**config.mk**
```make
export PLATFORM = sky130hd
export DESIGN_NAME = uaxt_tx_dev_flat
export DESIGN_NICKNAME = d
export VERILOG_FILES = /design/src/rtl/uaxt_pkg.sv /design/src/rtl/uaxt_link_if.sv /design/src/rtl/uaxt_tx_dev.sv /design/src/flat_wrapper.sv
export VERILOG_INCLUDE_DIRS = /design/src /design/src/rtl
export SDC_FILE = /design/constraint.sdc
export NUM_CORES = 1
export LEC_CHECK = 0
export BUFFER_PORTS_ARGS = -buffer_cell sky130_fd_sc_hd__buf_4
export CAP_MARGIN = 20
export CORE_MARGIN = 2
export CORE_UTILIZATION = 55
export DETAILED_ROUTE_END_ITERATION = 8
export GPL_TIMING_DRIVEN = 0
export PLACE_DENSITY_LB_ADDON = 0.08
export SYNTH_ARGS = -nofsm -noshare
export SYNTH_HDL_FRONTEND = slang
export SYNTH_SLANG_ARGS = --single-unit
export TNS_END_PERCENT = 50
```
**constraint.sdc**
```tcl
create_clock -name ref_clk_i -period 5.2 [get_ports ref_clk_i]
set_input_delay 0 -clock ref_clk_i [delete_from_list [all_inputs] [get_ports ref_clk_i]]
set_output_delay 0 -clock ref_clk_i [all_outputs]
set_load 0.02 [all_outputs]
```
**src/rtl/uaxt_cfg.svh**
```systemverilog
// Purpose: offsets, field positions, reset values and frame lengths
// Assumes: byte-wide register port, 3-bit address
// Notes: definitions only
`ifndef UAXT_CFG_SVH
`define UAXT_CFG_SVH
// ----------------------------------------------------------------
// register offsets
// ----------------------------------------------------------------
`define UAXT_ADDR_DATA 3'h0
`define UAXT_ADDR_STAT 3'h1
`define UAXT_ADDR_CTRL 3'h2
`define UAXT_ADDR_CFG 3'h3
`define UAXT_ADDR_DIVH 3'h4
`define UAXT_ADDR_DIVL 3'h5
// ----------------------------------------------------------------
// field positions
// ----------------------------------------------------------------
`define UAXT_STAT_EMPTY 7
`define UAXT_STAT_DONE 6
`define UAXT_STAT_BUSY 0
`define UAXT_CTRL_NINE 4
`define UAXT_CTRL_TXON 3
`define UAXT_CTRL_LBRK 2
`define UAXT_CTRL_BRK 0
`define UAXT_CFG_NINTH 6
`define UAXT_CFG_INV 4
// ----------------------------------------------------------------
// reset values and lengths
// ----------------------------------------------------------------
`define UAXT_CTRL_RST 8'h00
`define UAXT_CFG_RST 8'h00
`define UAXT_DIV_RST 13'h0000
`define UAXT_LEN_8 4'hA
`define UAXT_LEN_9 4'hB
`define UAXT_LEN_LBRK 4'h3
`endif

```
**src/rtl/uaxt_pkg.sv**
```systemverilog
// Purpose: shared types of the serial transmitter pair
// Assumes: uaxt_cfg.svh holds the numbers
// Notes: none
package uaxt_pkg;
  typedef enum logic [0:0] {ST_IDLE, ST_SHIFT} uaxt_tx_state_e;
  typedef enum logic [0:0] {RS_IDLE, RS_RUN} uaxt_rx_state_e;
  typedef logic [12:0] uaxt_div_t;
endpackage : uaxt_pkg

```
**src/rtl/uaxt_link_if.sv**
```systemverilog
// Purpose: serial line between transmitter and remote receiver
// Assumes: one-way pin, driven only by the transmitter
// Notes: txd_oe low means the pin is released
`timescale 1ns/1ps
interface uaxt_link_if;
  logic txd;
  logic txd_oe;
  modport dev (output txd, output txd_oe);
  modport rmt (input txd, input txd_oe);
endinterface : uaxt_link_if

```
**src/rtl/uaxt_tx_dev.sv**
```systemverilog
// Purpose: transmit half of an asynchronous serial port, register port on the user side
// Assumes: ref_clk_i is the bus clock, rx_data_i from a local receiver
// Notes: baud tick is one per bit time
// Summary of operation
// - data address: read receive, write transmit
// - data accesses join flag clearing sequences
// - bus clock baud generator shared with receiver
// - inversion applies to every output case
// - idle high; inversion cleared by reset
// - enabling queues one idle preamble frame
// - shifter 10 bits, 11 in nine-bit mode
// - start 0, data LSB first, stop 1
// - ninth bit above MSB, captured on write
// - load on baud tick, set buffer empty
// - nothing waiting after stop: done, idle high
// - disabling holds pin until shifter and break/idle queues drain; a full buffer waits for enable
// - break request 1 then 0 queues break
// - request still set at load: queue another
// - break all zero, 10/11/13/14 bit times
// - enable 0 then 1 queues idle character
// - pin held while shifter busy
// - software waits buffer empty before queuing
// - software sets pin high if released
`timescale 1ns/1ps
`include "uaxt_cfg.svh"
module uaxt_tx_dev
  import uaxt_pkg::*;
(
  input wire logic ref_clk_i,
  input wire logic rst_i,
  uaxt_link_if.dev link,
  input wire logic [2:0] addr_i,
  input wire logic [7:0] wdata_i,
  input wire logic wr_i,
  input wire logic rd_i,
  input wire logic [7:0] rx_data_i,
  output logic [7:0] rdata_o,
  output logic rx_data_read_o,
  output logic baud_tick_o
);
  // ----------------------------------------------------------------
  // helpers
  // ----------------------------------------------------------------
  function automatic logic [3:0] frame_len(input logic nine, input logic brk,
                                           input logic lbrk);
    logic [3:0] len;
    len = nine ? `UAXT_LEN_9 : `UAXT_LEN_8;
    if (brk && lbrk) begin
      len = len + `UAXT_LEN_LBRK;
    end
    return len;
  endfunction : frame_len

  logic [7:0] ctrl_r;
  logic [7:0] cfg_r;
  uaxt_div_t div_r;
  uaxt_div_t baud_cnt_r;
  uaxt_tx_state_e st_r;
  logic [10:0] sreg_r;
  logic fill_r;
  logic [3:0] bits_left_r;
  logic [8:0] tdata_r;
  logic empty_r;
  logic done_r;
  logic done_armed_r;
  logic brk_q_r;
  logic idle_q_r;
  logic txd_r;
  logic oe_r;
  logic [7:0] rdata_r;
  logic rx_rd_r;

  logic tick;
  logic wr_data;
  logic wr_ctrl;
  logic rd_stat;
  logic tx_on;
  logic nine;
  logic free;
  logic ld_brk;
  logic ld_idle;
  logic ld_data;
  logic finish;

  assign wr_data = wr_i && (addr_i == `UAXT_ADDR_DATA);
  assign wr_ctrl = wr_i && (addr_i == `UAXT_ADDR_CTRL);
  assign rd_stat = rd_i && (addr_i == `UAXT_ADDR_STAT);
  assign tx_on = ctrl_r[`UAXT_CTRL_TXON];
  assign nine = ctrl_r[`UAXT_CTRL_NINE];

  // ----------------------------------------------------------------
  // register port
  // ----------------------------------------------------------------
  always_ff @(posedge ref_clk_i or posedge rst_i) begin
    if (rst_i) begin
      ctrl_r <= `UAXT_CTRL_RST;
      cfg_r <= `UAXT_CFG_RST;
      div_r <= `UAXT_DIV_RST;
    end else if (wr_i) begin
      unique case (addr_i)
        `UAXT_ADDR_CTRL: ctrl_r <= wdata_i;
        `UAXT_ADDR_CFG: cfg_r <= wdata_i;
        `UAXT_ADDR_DIVH: div_r[12:8] <= wdata_i[4:0];
        `UAXT_ADDR_DIVL: div_r[7:0] <= wdata_i;
        default: ;
      endcase
    end
  end

  // reads answer one cycle later; unmapped reads give zero
  always_ff @(posedge ref_clk_i or posedge rst_i) begin
    if (rst_i) begin
      rdata_r <= 8'h00;
      rx_rd_r <= 1'b0;
    end else begin
      rx_rd_r <= rd_i && (addr_i == `UAXT_ADDR_DATA);
      rdata_r <= 8'h00;
      if (rd_i) begin
        unique case (addr_i)
          `UAXT_ADDR_DATA: rdata_r <= rx_data_i;
          `UAXT_ADDR_STAT: rdata_r <= {empty_r, done_r, 5'h00, st_r == ST_SHIFT};
          `UAXT_ADDR_CTRL: rdata_r <= ctrl_r;
          `UAXT_ADDR_CFG: rdata_r <= cfg_r;
          `UAXT_ADDR_DIVH: rdata_r <= {3'h0, div_r[12:8]};
          `UAXT_ADDR_DIVL: rdata_r <= div_r[7:0];
          default: rdata_r <= 8'h00;
        endcase
      end
    end
  end

  // ----------------------------------------------------------------
  // baud generator
  // ----------------------------------------------------------------
  // a divisor of zero stops the generator, freezing the shifter
  assign tick = (div_r != 13'h0000) && (baud_cnt_r == div_r - 13'h0001);

  always_ff @(posedge ref_clk_i or posedge rst_i) begin
    if (rst_i) begin
      baud_cnt_r <= 13'h0000;
    end else if (tick || (baud_cnt_r >= div_r)) begin
      baud_cnt_r <= 13'h0000;
    end else begin
      baud_cnt_r <= baud_cnt_r + 13'h0001;
    end
  end

  // ----------------------------------------------------------------
  // load decision
  // ----------------------------------------------------------------
  // queued break goes first, then idle, then data
  assign free = tick && ((st_r == ST_IDLE) || (bits_left_r == 4'h1));
  assign ld_brk = free && brk_q_r;
  assign ld_idle = free && !brk_q_r && idle_q_r;
  assign ld_data = free && !brk_q_r && !idle_q_r && tx_on && !empty_r;
  assign finish = free && (st_r == ST_SHIFT) && !ld_brk && !ld_idle && !ld_data;

  // ----------------------------------------------------------------
  // shifter
  // ----------------------------------------------------------------
  always_ff @(posedge ref_clk_i or posedge rst_i) begin
    if (rst_i) begin
      st_r <= ST_IDLE;
      sreg_r <= 11'h7FF;
      fill_r <= 1'b1;
      bits_left_r <= 4'h0;
    end else if (ld_brk) begin
      st_r <= ST_SHIFT;
      sreg_r <= 11'h000;
      fill_r <= 1'b0;
      bits_left_r <= frame_len(nine, 1'b1, ctrl_r[`UAXT_CTRL_LBRK]);
    end else if (ld_idle) begin
      st_r <= ST_SHIFT;
      sreg_r <= 11'h7FF;
      fill_r <= 1'b1;
      bits_left_r <= frame_len(nine, 1'b0, 1'b0);
    end else if (ld_data) begin
      st_r <= ST_SHIFT;
      fill_r <= 1'b1;
      bits_left_r <= frame_len(nine, 1'b0, 1'b0);
      if (nine) begin
        sreg_r <= {1'b1, tdata_r, 1'b0};
      end else begin
        sreg_r <= {2'h3, tdata_r[7:0], 1'b0};
      end
    end else if (finish) begin
      st_r <= ST_IDLE;
      sreg_r <= 11'h7FF;
      fill_r <= 1'b1;
      bits_left_r <= 4'h0;
    end else if (tick && (st_r == ST_SHIFT)) begin
      sreg_r <= {fill_r, sreg_r[10:1]};
      bits_left_r <= bits_left_r - 4'h1;
    end
  end

  // ----------------------------------------------------------------
  // buffer, flags and queues
  // ----------------------------------------------------------------
  always_ff @(posedge ref_clk_i or posedge rst_i) begin
    if (rst_i) begin
      tdata_r <= 9'h000;
    end else if (wr_data) begin
      tdata_r <= {cfg_r[`UAXT_CFG_NINTH], wdata_i};
    end
  end

  always_ff @(posedge ref_clk_i or posedge rst_i) begin
    if (rst_i) begin
      empty_r <= 1'b1;
    end else if (ld_data) begin
      empty_r <= 1'b1;
    end else if (wr_data) begin
      empty_r <= 1'b0;
    end
  end

  // done clears by a status read seeing it set, then a data write
  always_ff @(posedge ref_clk_i or posedge rst_i) begin
    if (rst_i) begin
      done_r <= 1'b1;
      done_armed_r <= 1'b0;
    end else begin
      if (finish) begin
        done_r <= 1'b1;
      end else if ((wr_data && done_armed_r) || ld_brk || ld_idle) begin
        done_r <= 1'b0;
      end
      if (wr_data || finish) begin
        done_armed_r <= 1'b0;
      end else if (rd_stat && done_r) begin
        done_armed_r <= 1'b1;
      end
    end
  end

  always_ff @(posedge ref_clk_i or posedge rst_i) begin
    if (rst_i) begin
      brk_q_r <= 1'b0;
    end else if (wr_ctrl && ctrl_r[`UAXT_CTRL_BRK] && !wdata_i[`UAXT_CTRL_BRK]) begin
      brk_q_r <= 1'b1;
    end else if (ld_brk && ctrl_r[`UAXT_CTRL_BRK]) begin
      brk_q_r <= 1'b1;
    end else if (ld_brk) begin
      brk_q_r <= 1'b0;
    end
  end

  always_ff @(posedge ref_clk_i or posedge rst_i) begin
    if (rst_i) begin
      idle_q_r <= 1'b0;
    end else if (wr_ctrl && !tx_on && wdata_i[`UAXT_CTRL_TXON]) begin
      idle_q_r <= 1'b1;
    end else if (ld_idle) begin
      idle_q_r <= 1'b0;
    end
  end

  // ----------------------------------------------------------------
  // pin drive
  // ----------------------------------------------------------------
  // one flop stage keeps the pin glitch free; adds a cycle of lag
  always_ff @(posedge ref_clk_i or posedge rst_i) begin
    if (rst_i) begin
      txd_r <= 1'b1;
      oe_r <= 1'b0;
    end else begin
      txd_r <= sreg_r[0] ^ cfg_r[`UAXT_CFG_INV];
      oe_r <= tx_on || (st_r == ST_SHIFT) || brk_q_r || idle_q_r;
    end
  end

  assign link.txd = txd_r;
  assign link.txd_oe = oe_r;
  assign rdata_o = rdata_r;
  assign rx_data_read_o = rx_rd_r;
  assign baud_tick_o = tick;
endmodule : uaxt_tx_dev

```
**src/flat_wrapper.sv**
```systemverilog
// flat-port wrapper written by rule: the top's interface ports become plain ports
module uaxt_tx_dev_flat import uaxt_pkg::*;
  (ref_clk_i, rst_i, addr_i, wdata_i, wr_i, rd_i, rx_data_i, rdata_o, rx_data_read_o, baud_tick_o, link_txd, link_txd_oe);
  uaxt_link_if link_i ();
  input wire logic ref_clk_i;
  input wire logic rst_i;
  input wire logic [2:0] addr_i;
  input wire logic [7:0] wdata_i;
  input wire logic wr_i;
  input wire logic rd_i;
  input wire logic [7:0] rx_data_i;
  output logic [7:0] rdata_o;
  output logic rx_data_read_o;
  output logic baud_tick_o;
  output wire logic [$bits(link_i.txd)-1:0] link_txd;
  output wire logic [$bits(link_i.txd_oe)-1:0] link_txd_oe;
  assign link_txd = link_i.txd;
  assign link_txd_oe = link_i.txd_oe;
  uaxt_tx_dev u_core (.ref_clk_i(ref_clk_i), .rst_i(rst_i), .link(link_i), .addr_i(addr_i), .wdata_i(wdata_i), .wr_i(wr_i), .rd_i(rd_i), .rx_data_i(rx_data_i), .rdata_o(rdata_o), .rx_data_read_o(rx_data_read_o), .baud_tick_o(baud_tick_o));
endmodule
```
Word level (Yosys, flattened, before mapping)
Index checks and enable logic that the tools add are counted.

Register bits after elaboration: 84.

Add/subtract/negate cells: 4. $lt $le $gt $ge: 1. Equal/unequal tests: 7. Mux-type cells: 35. Bitwise gates (word level): 2. Reductions and logical operators: 53.

Operators by type and width (number): two-way mux 11 bit (5); one-hot mux 8 bit (6 select lines) (1); logical AND 1 bit (24); two-way mux 4 bit (6); two-way mux 1 bit (20); adder 13 x 1 -> 13 bit (second input constant) (1); == test 13 bit (1); greater-or-equal comparator 13 bit (1); two-way mux 13 bit (1); nonzero test 13 bit (1); subtractor 13 x 1 -> 13 bit (second input constant) (1); two-way mux 10 bit (1); zero test 1 bit (8); logical OR 1 bit (8); two-way mux 8 bit (1); AND reduction 2 bit (4); nonzero test 2 bit (4); == test 3 x 2 -> 1 bit (second input constant) (2); == test 3 bit (second input constant) (2); nonzero test 5 bit (1); adder 4 x 2 -> 4 bit (second input constant) (1); == test 4 x 1 -> 1 bit (second input constant) (1); nonzero test 4 bit (1); subtractor 4 x 1 -> 4 bit (second input constant) (1); other kinds (5) (5).

Longest topological paths before layout
Depth in word-level cells: 14. Gate-level depth with buffers: 11.

Worst setup path after synthesis
OpenSTA, ideal clock, no wires.

Kind: register to register. Start point: register u_core.div_r[0]. End point: register u_core.sreg_r[0]. Arrival: 2.594 ns. Required time: 5.109 ns. Setup slack: 2.516 ns. Stages on the path, launching flop included: 12. Period minus slack after synthesis: 2.684 ns. Cell sequence: dfrtp_1 > inv_1 > ha_1 > or3b_1 > nor4_1 > o211ai_1 > nor3_1 > nand3_2 > inv_2 > buf_6 > o211ai_4 > o31ai_1.

Cells in the longest elaborated chain, start to end: 14. Elaborated cells between the ends (all ways): 24. Those cells by class: 1 x add/sub; 1 x eq/ne; 4 x mux; 18 x reduce/logical.

RTL lines: start: declaration (line uaxt_tx_dev.sv:56) `uaxt_div_t div_r;`; start signal: assignment (line uaxt_tx_dev.sv:98) `` div_r <= `UAXT_DIV_RST; ``; start signal: assignment (line uaxt_tx_dev.sv:104) `` `UAXT_ADDR_DIVL: div_r[7:0] <= wdata_i; ``; subtractor 13 x 1 -> 13 bit (line uaxt_tx_dev.sv:136) `assign tick = (div_r != 13'h0000) && (baud_cnt_r == div_r - 13'h0001);`; == test 13 bit (line uaxt_tx_dev.sv:136); logical AND 1 bit (*) (line uaxt_tx_dev.sv:136); net baud_tick_o (line flat_wrapper.sv:14) `output logic baud_tick_o;`; logical AND 1 bit (line uaxt_tx_dev.sv:152) `assign free = tick && ((st_r == ST_IDLE) || (bits_left_r == 4'h1));`; logical AND 1 bit (line uaxt_tx_dev.sv:154, uaxt_tx_dev.sv:155); logical AND 1 bit (3 in series) (line uaxt_tx_dev.sv:155) `assign ld_data = free && !brk_q_r && !idle_q_r && tx_on && !empty_r;`; zero test 1 bit (line uaxt_tx_dev.sv:156) `assign finish = free && (st_r == ST_SHIFT) && !ld_brk && !ld_idle && !ld_data;`; logical AND 1 bit (line uaxt_tx_dev.sv:156); two-way mux 11 bit (line uaxt_tx_dev.sv:186) `end else if (finish) begin`; two-way mux 11 bit (line uaxt_tx_dev.sv:177) `end else if (ld_data) begin`; two-way mux 11 bit (line uaxt_tx_dev.sv:172) `end else if (ld_idle) begin`; two-way mux 11 bit (line uaxt_tx_dev.sv:167) `end else if (ld_brk) begin`; end signal: assignment (line uaxt_tx_dev.sv:182) `sreg_r <= {1'b1, tdata_r, 1'b0};`; end signal: assignment (line uaxt_tx_dev.sv:184) `sreg_r <= {2'h3, tdata_r[7:0], 1'b0};`; end signal: assignment (line uaxt_tx_dev.sv:192) `sreg_r <= {fill_r, sreg_r[10:1]};`; end: declaration (line uaxt_tx_dev.sv:59) `logic [10:0] sreg_r;`.

The timed path passes the listed nets; every way through them passes the cells marked *. A chain may end at the register's enable or synchronous reset.

Worst setup path after layout
Start point: register u_core.div_r[1]. End point: register u_core.sreg_r[5].

Cells in the longest elaborated chain, start to end: 14. Elaborated cells between the ends (all ways): 24. Those cells by class: 1 x add/sub; 1 x eq/ne; 4 x mux; 18 x reduce/logical.

RTL lines (line): subtractor 13 x 1 -> 13 bit (uaxt_tx_dev.sv:136); == test 13 bit (uaxt_tx_dev.sv:136); logical AND 1 bit (*) (uaxt_tx_dev.sv:136); logical AND 1 bit (uaxt_tx_dev.sv:152); logical AND 1 bit (uaxt_tx_dev.sv:154, uaxt_tx_dev.sv:155); logical AND 1 bit (3 in series) (uaxt_tx_dev.sv:155); zero test 1 bit (uaxt_tx_dev.sv:156); logical AND 1 bit (uaxt_tx_dev.sv:156); two-way mux 11 bit (uaxt_tx_dev.sv:186); two-way mux 11 bit (uaxt_tx_dev.sv:177); two-way mux 11 bit (uaxt_tx_dev.sv:172); two-way mux 11 bit (uaxt_tx_dev.sv:167).

Mark *: on every way between the ends. The rest lies on a longest branch, timed or not.

==> metrics.csv <==
stage,metric,value,unit
finish,area_growth,16.2,%
logic_synthesis,synthTopCellsByArea,"dfrtp_1, dfstp_2, mux2_2",
timing,rsz0062_at_grt,no,
timing,setup_viol,0,
placed_design,place_area,5200,µm²
grt,grt_pass1_wl,19000,µm
critical_path,r2r_end,u_core.sreg_r[5],
finish,final_cell_mix,"dfrtp_1, nand2_1, nor2_1",
logic_synthesis,synth_top_cell_area_share,36.1,%
power_and_ir_drop,p_per_area,368,nW/µm²
routing,wl,11400,µm
die,die_h,97.3,µm
timing,skew,0.0140,ns
logic_synthesis,ys.flop_type,dfrtp_1,
routing,vias,3886,
power_and_ir_drop,ir_drop,0.198,mV
die,dieArea,9470,µm²
routing,drt-initial-drc-count,208,
finish,nNetsFinal,599,
power_and_ir_drop,total_power,2050,µW
grt,grt_max_degree,72,
grt,grt_pass1_vias,3840,
placed_design,portBuffers,33,
grt,gr-total-overflow,0,
logic_synthesis,synth_cell_types,58,
die,start_util,55.7,%
routing,dr.pass1.iters,5,
timing,post-route-period-util,61.6,%
grt,grt_usage,25.0,%
placed_design,place_hpwl,8220,µm
clock_tree,cts_max_level,3,
min_path,min_to,u_core.empty_r,
routing,drc,0,
routing,final_antenna_net_count,0,
timing,drv_slew,0,
timing,setup_tns,0,ns
min_path,worstHoldStart,wr_i,
finish,drive_gt1_share,19.8,%
finish,final_common_cell,dfrtp_1,
logic_synthesis,synth_area,4790,µm²
critical_path,arrival,3.49,ns
logic_synthesis,synth_top_area_cell,dfrtp_1,
die,die_w,97.3,µm
logic_synthesis,async_reset_ff_share,100,%
die,ios,35,
power_and_ir_drop,power.leakage,0.00248,µW
logic_synthesis,yosysSeqAreaShare,44.3,%
logic_synthesis,syn_nets,540,
critical_path,setup.worst_path.start,u_core.div_r[1],
timing,hold_viol,0,
critical_path,worstRegToRegCells,10,
critical_path,crit_fanout,10,
min_path,holdCritPathClass,input port to flip-flop,
clock_tree,clk_pin_slew,0.09,ns
die,design.core.area,8590,µm²
clock_tree,clockBufferDepth,2,
critical_path,cp-start-kind,flip-flop,
critical_path,worstSetupPathType,flip-flop to flip-flop,
routing,avgViaCountPerCell,5.80,
clock_tree,insertion_delay,0.36,ns
status,status,completed,
logic_synthesis,yosysWarnings,0,
finish,n_antenna_cell,0,
clock_tree,clock_sinks,84,
timing,relSlewSlack,42.9,%
critical_path,rrSetupSlack,2.00,ns
timing,max_freq,0.312,GHz
clock_tree,ctsResizeCount,0,
critical_path,worstReg2RegStart,u_core.div_r[1],
timing,fin_crit,3.20,ns
finish,design_area,5560,µm²
logic_synthesis,syn-instance-count,498,
placed_design,gp_congestion,0.901,
logic_synthesis,synth_edf_count,0,
clock_tree,root_buffer,clkbuf_8,
min_path,hold_depth,3,
clock_tree,cts_tree,built,
job,drv_cap,0,
logic_synthesis,synth-seq-cells,84,
clock_tree,numCtsBuffers,9,
logic_synthesis,syn_area_per_cell,9.61,µm²
timing,tightest_slew,0.850,ns
grt,antenna_found_initial,0,
routing,avgRoutedWirePerCell,17.0,µm
critical_path,endpoint_kind,flip-flop,
die,num_rows,34,
critical_path,crit_required,5.49,ns
-- state kept, by name (all words and copies together), names as in the netlist, 4 cells and up --
register / count
u_core.baud_cnt_r: 13
u_core.bits_left_r: 4
u_core.cfg_r: 8
u_core.ctrl_r: 8
u_core.div_r: 13
u_core.rdata_o: 8
u_core.sreg_r: 11
u_core.tdata_r: 9
-- routing by layer --
metal	GRT usage [%]	part of all wire, %	up-vias
met4	7.48	1.3	0
met5	0	0	-
met2	38.4	46	86
met3	4.89	5.0	15
met1	36.3	47	1900
li1	-	-	1885
-- synthesized netlist by cell type (7+ instances only) --
master and instances:
a21oi_1 17, dfrtp_1 69, nand2b_1 7, xor2_1 14
nand2_1 66, nor2b_1 10, mux2_2 25, dfstp_2 15
nand4_1 10, nor2_1 44, inv_1 26, a21o_1 8
xnor2_1 12, ha_1 19, buf_2 7, nand3_1 11
o21ai_0 21, a41o_1 9, clkbuf_1 11, nor3_1 20
-- area by class of cell --
type                    count  area (µm²)
clock buffers              10         128
repair buffers             48         415
fillers                   745        3030
clock inverters             6        96.3
flip-flops and latches     84        2120
multi-input cells         367        2470
well taps                 108         135
plain buffers              20        91.3
inverters                  27         104
-- critical path: stages (launching register included) --
cell	delay, ns
dfrtp_1	0.46
inv_1	0.14
ha_1	0.26
or3b_1	0.45
nor4_1	0.33
o22ai_1	0.15
nor4_2	0.40
buf_2	0.29
nand4_1	0.38
nand2_1	0.19
o21ai_0	0.09
-- kinds of logic after synthesis --
kind of cell	synth area share, %
AO/OA/AOI/OAI	14.1
XOR/XNOR	4.76
adder cells (fa/ha/maj)	4.97
buffers and inverters	4.02
flip-flops	44.3
multiplexers	8.08
AND/OR/NAND/NOR	19.8
-- per-stage QoR --
step                worst slack [ns]  util [%]  std cells  hold WS [ns]
global route                    1.64      64.7        670        0.0127
detailed placement              1.99      60.5        640       -0.0513
CTS                             1.97      64.7        670       0.00104
finish                          2.00      64.7        670       0.00594
floorplan                       2.52         -        498         0.105
global placement                2.04      60.2        639         0.236
-- what timing repair did --
| item | in CTS | in global routing |
|---|---|---|
| hold endpoints to repair | 113 | 0 |
| buffers inserted | 0 | 0 |
| hold buffers | 14 | 0 |
-- where the power goes --
part | switching, µW | internal (µW) | leakage, µW | total (µW)
Sequential | 115 | 771 | 0.00102 | 886
Combinational | 350 | 284 | 0.00135 | 634
Clock | 253 | 277 | 0.000109 | 530
Total | 717 | 1330 | 0.00248 | 2050
-- worst max-delay path by stage --
stage | endpoint | slack, ns | depth (start not counted)
after floorplan | u_core.sreg_r[0] | 2.52 | 11
after global placement | u_core.sreg_r[10] | 2.04 | 10
after detailed placement | u_core.sreg_r[5] | 1.99 | 10
after CTS | u_core.sreg_r[5] | 1.97 | 10
after global routing | u_core.sreg_r[9] | 1.64 | 10
final | u_core.sreg_r[5] | 2.00 | 10
(Power assumes the default switching activity.)
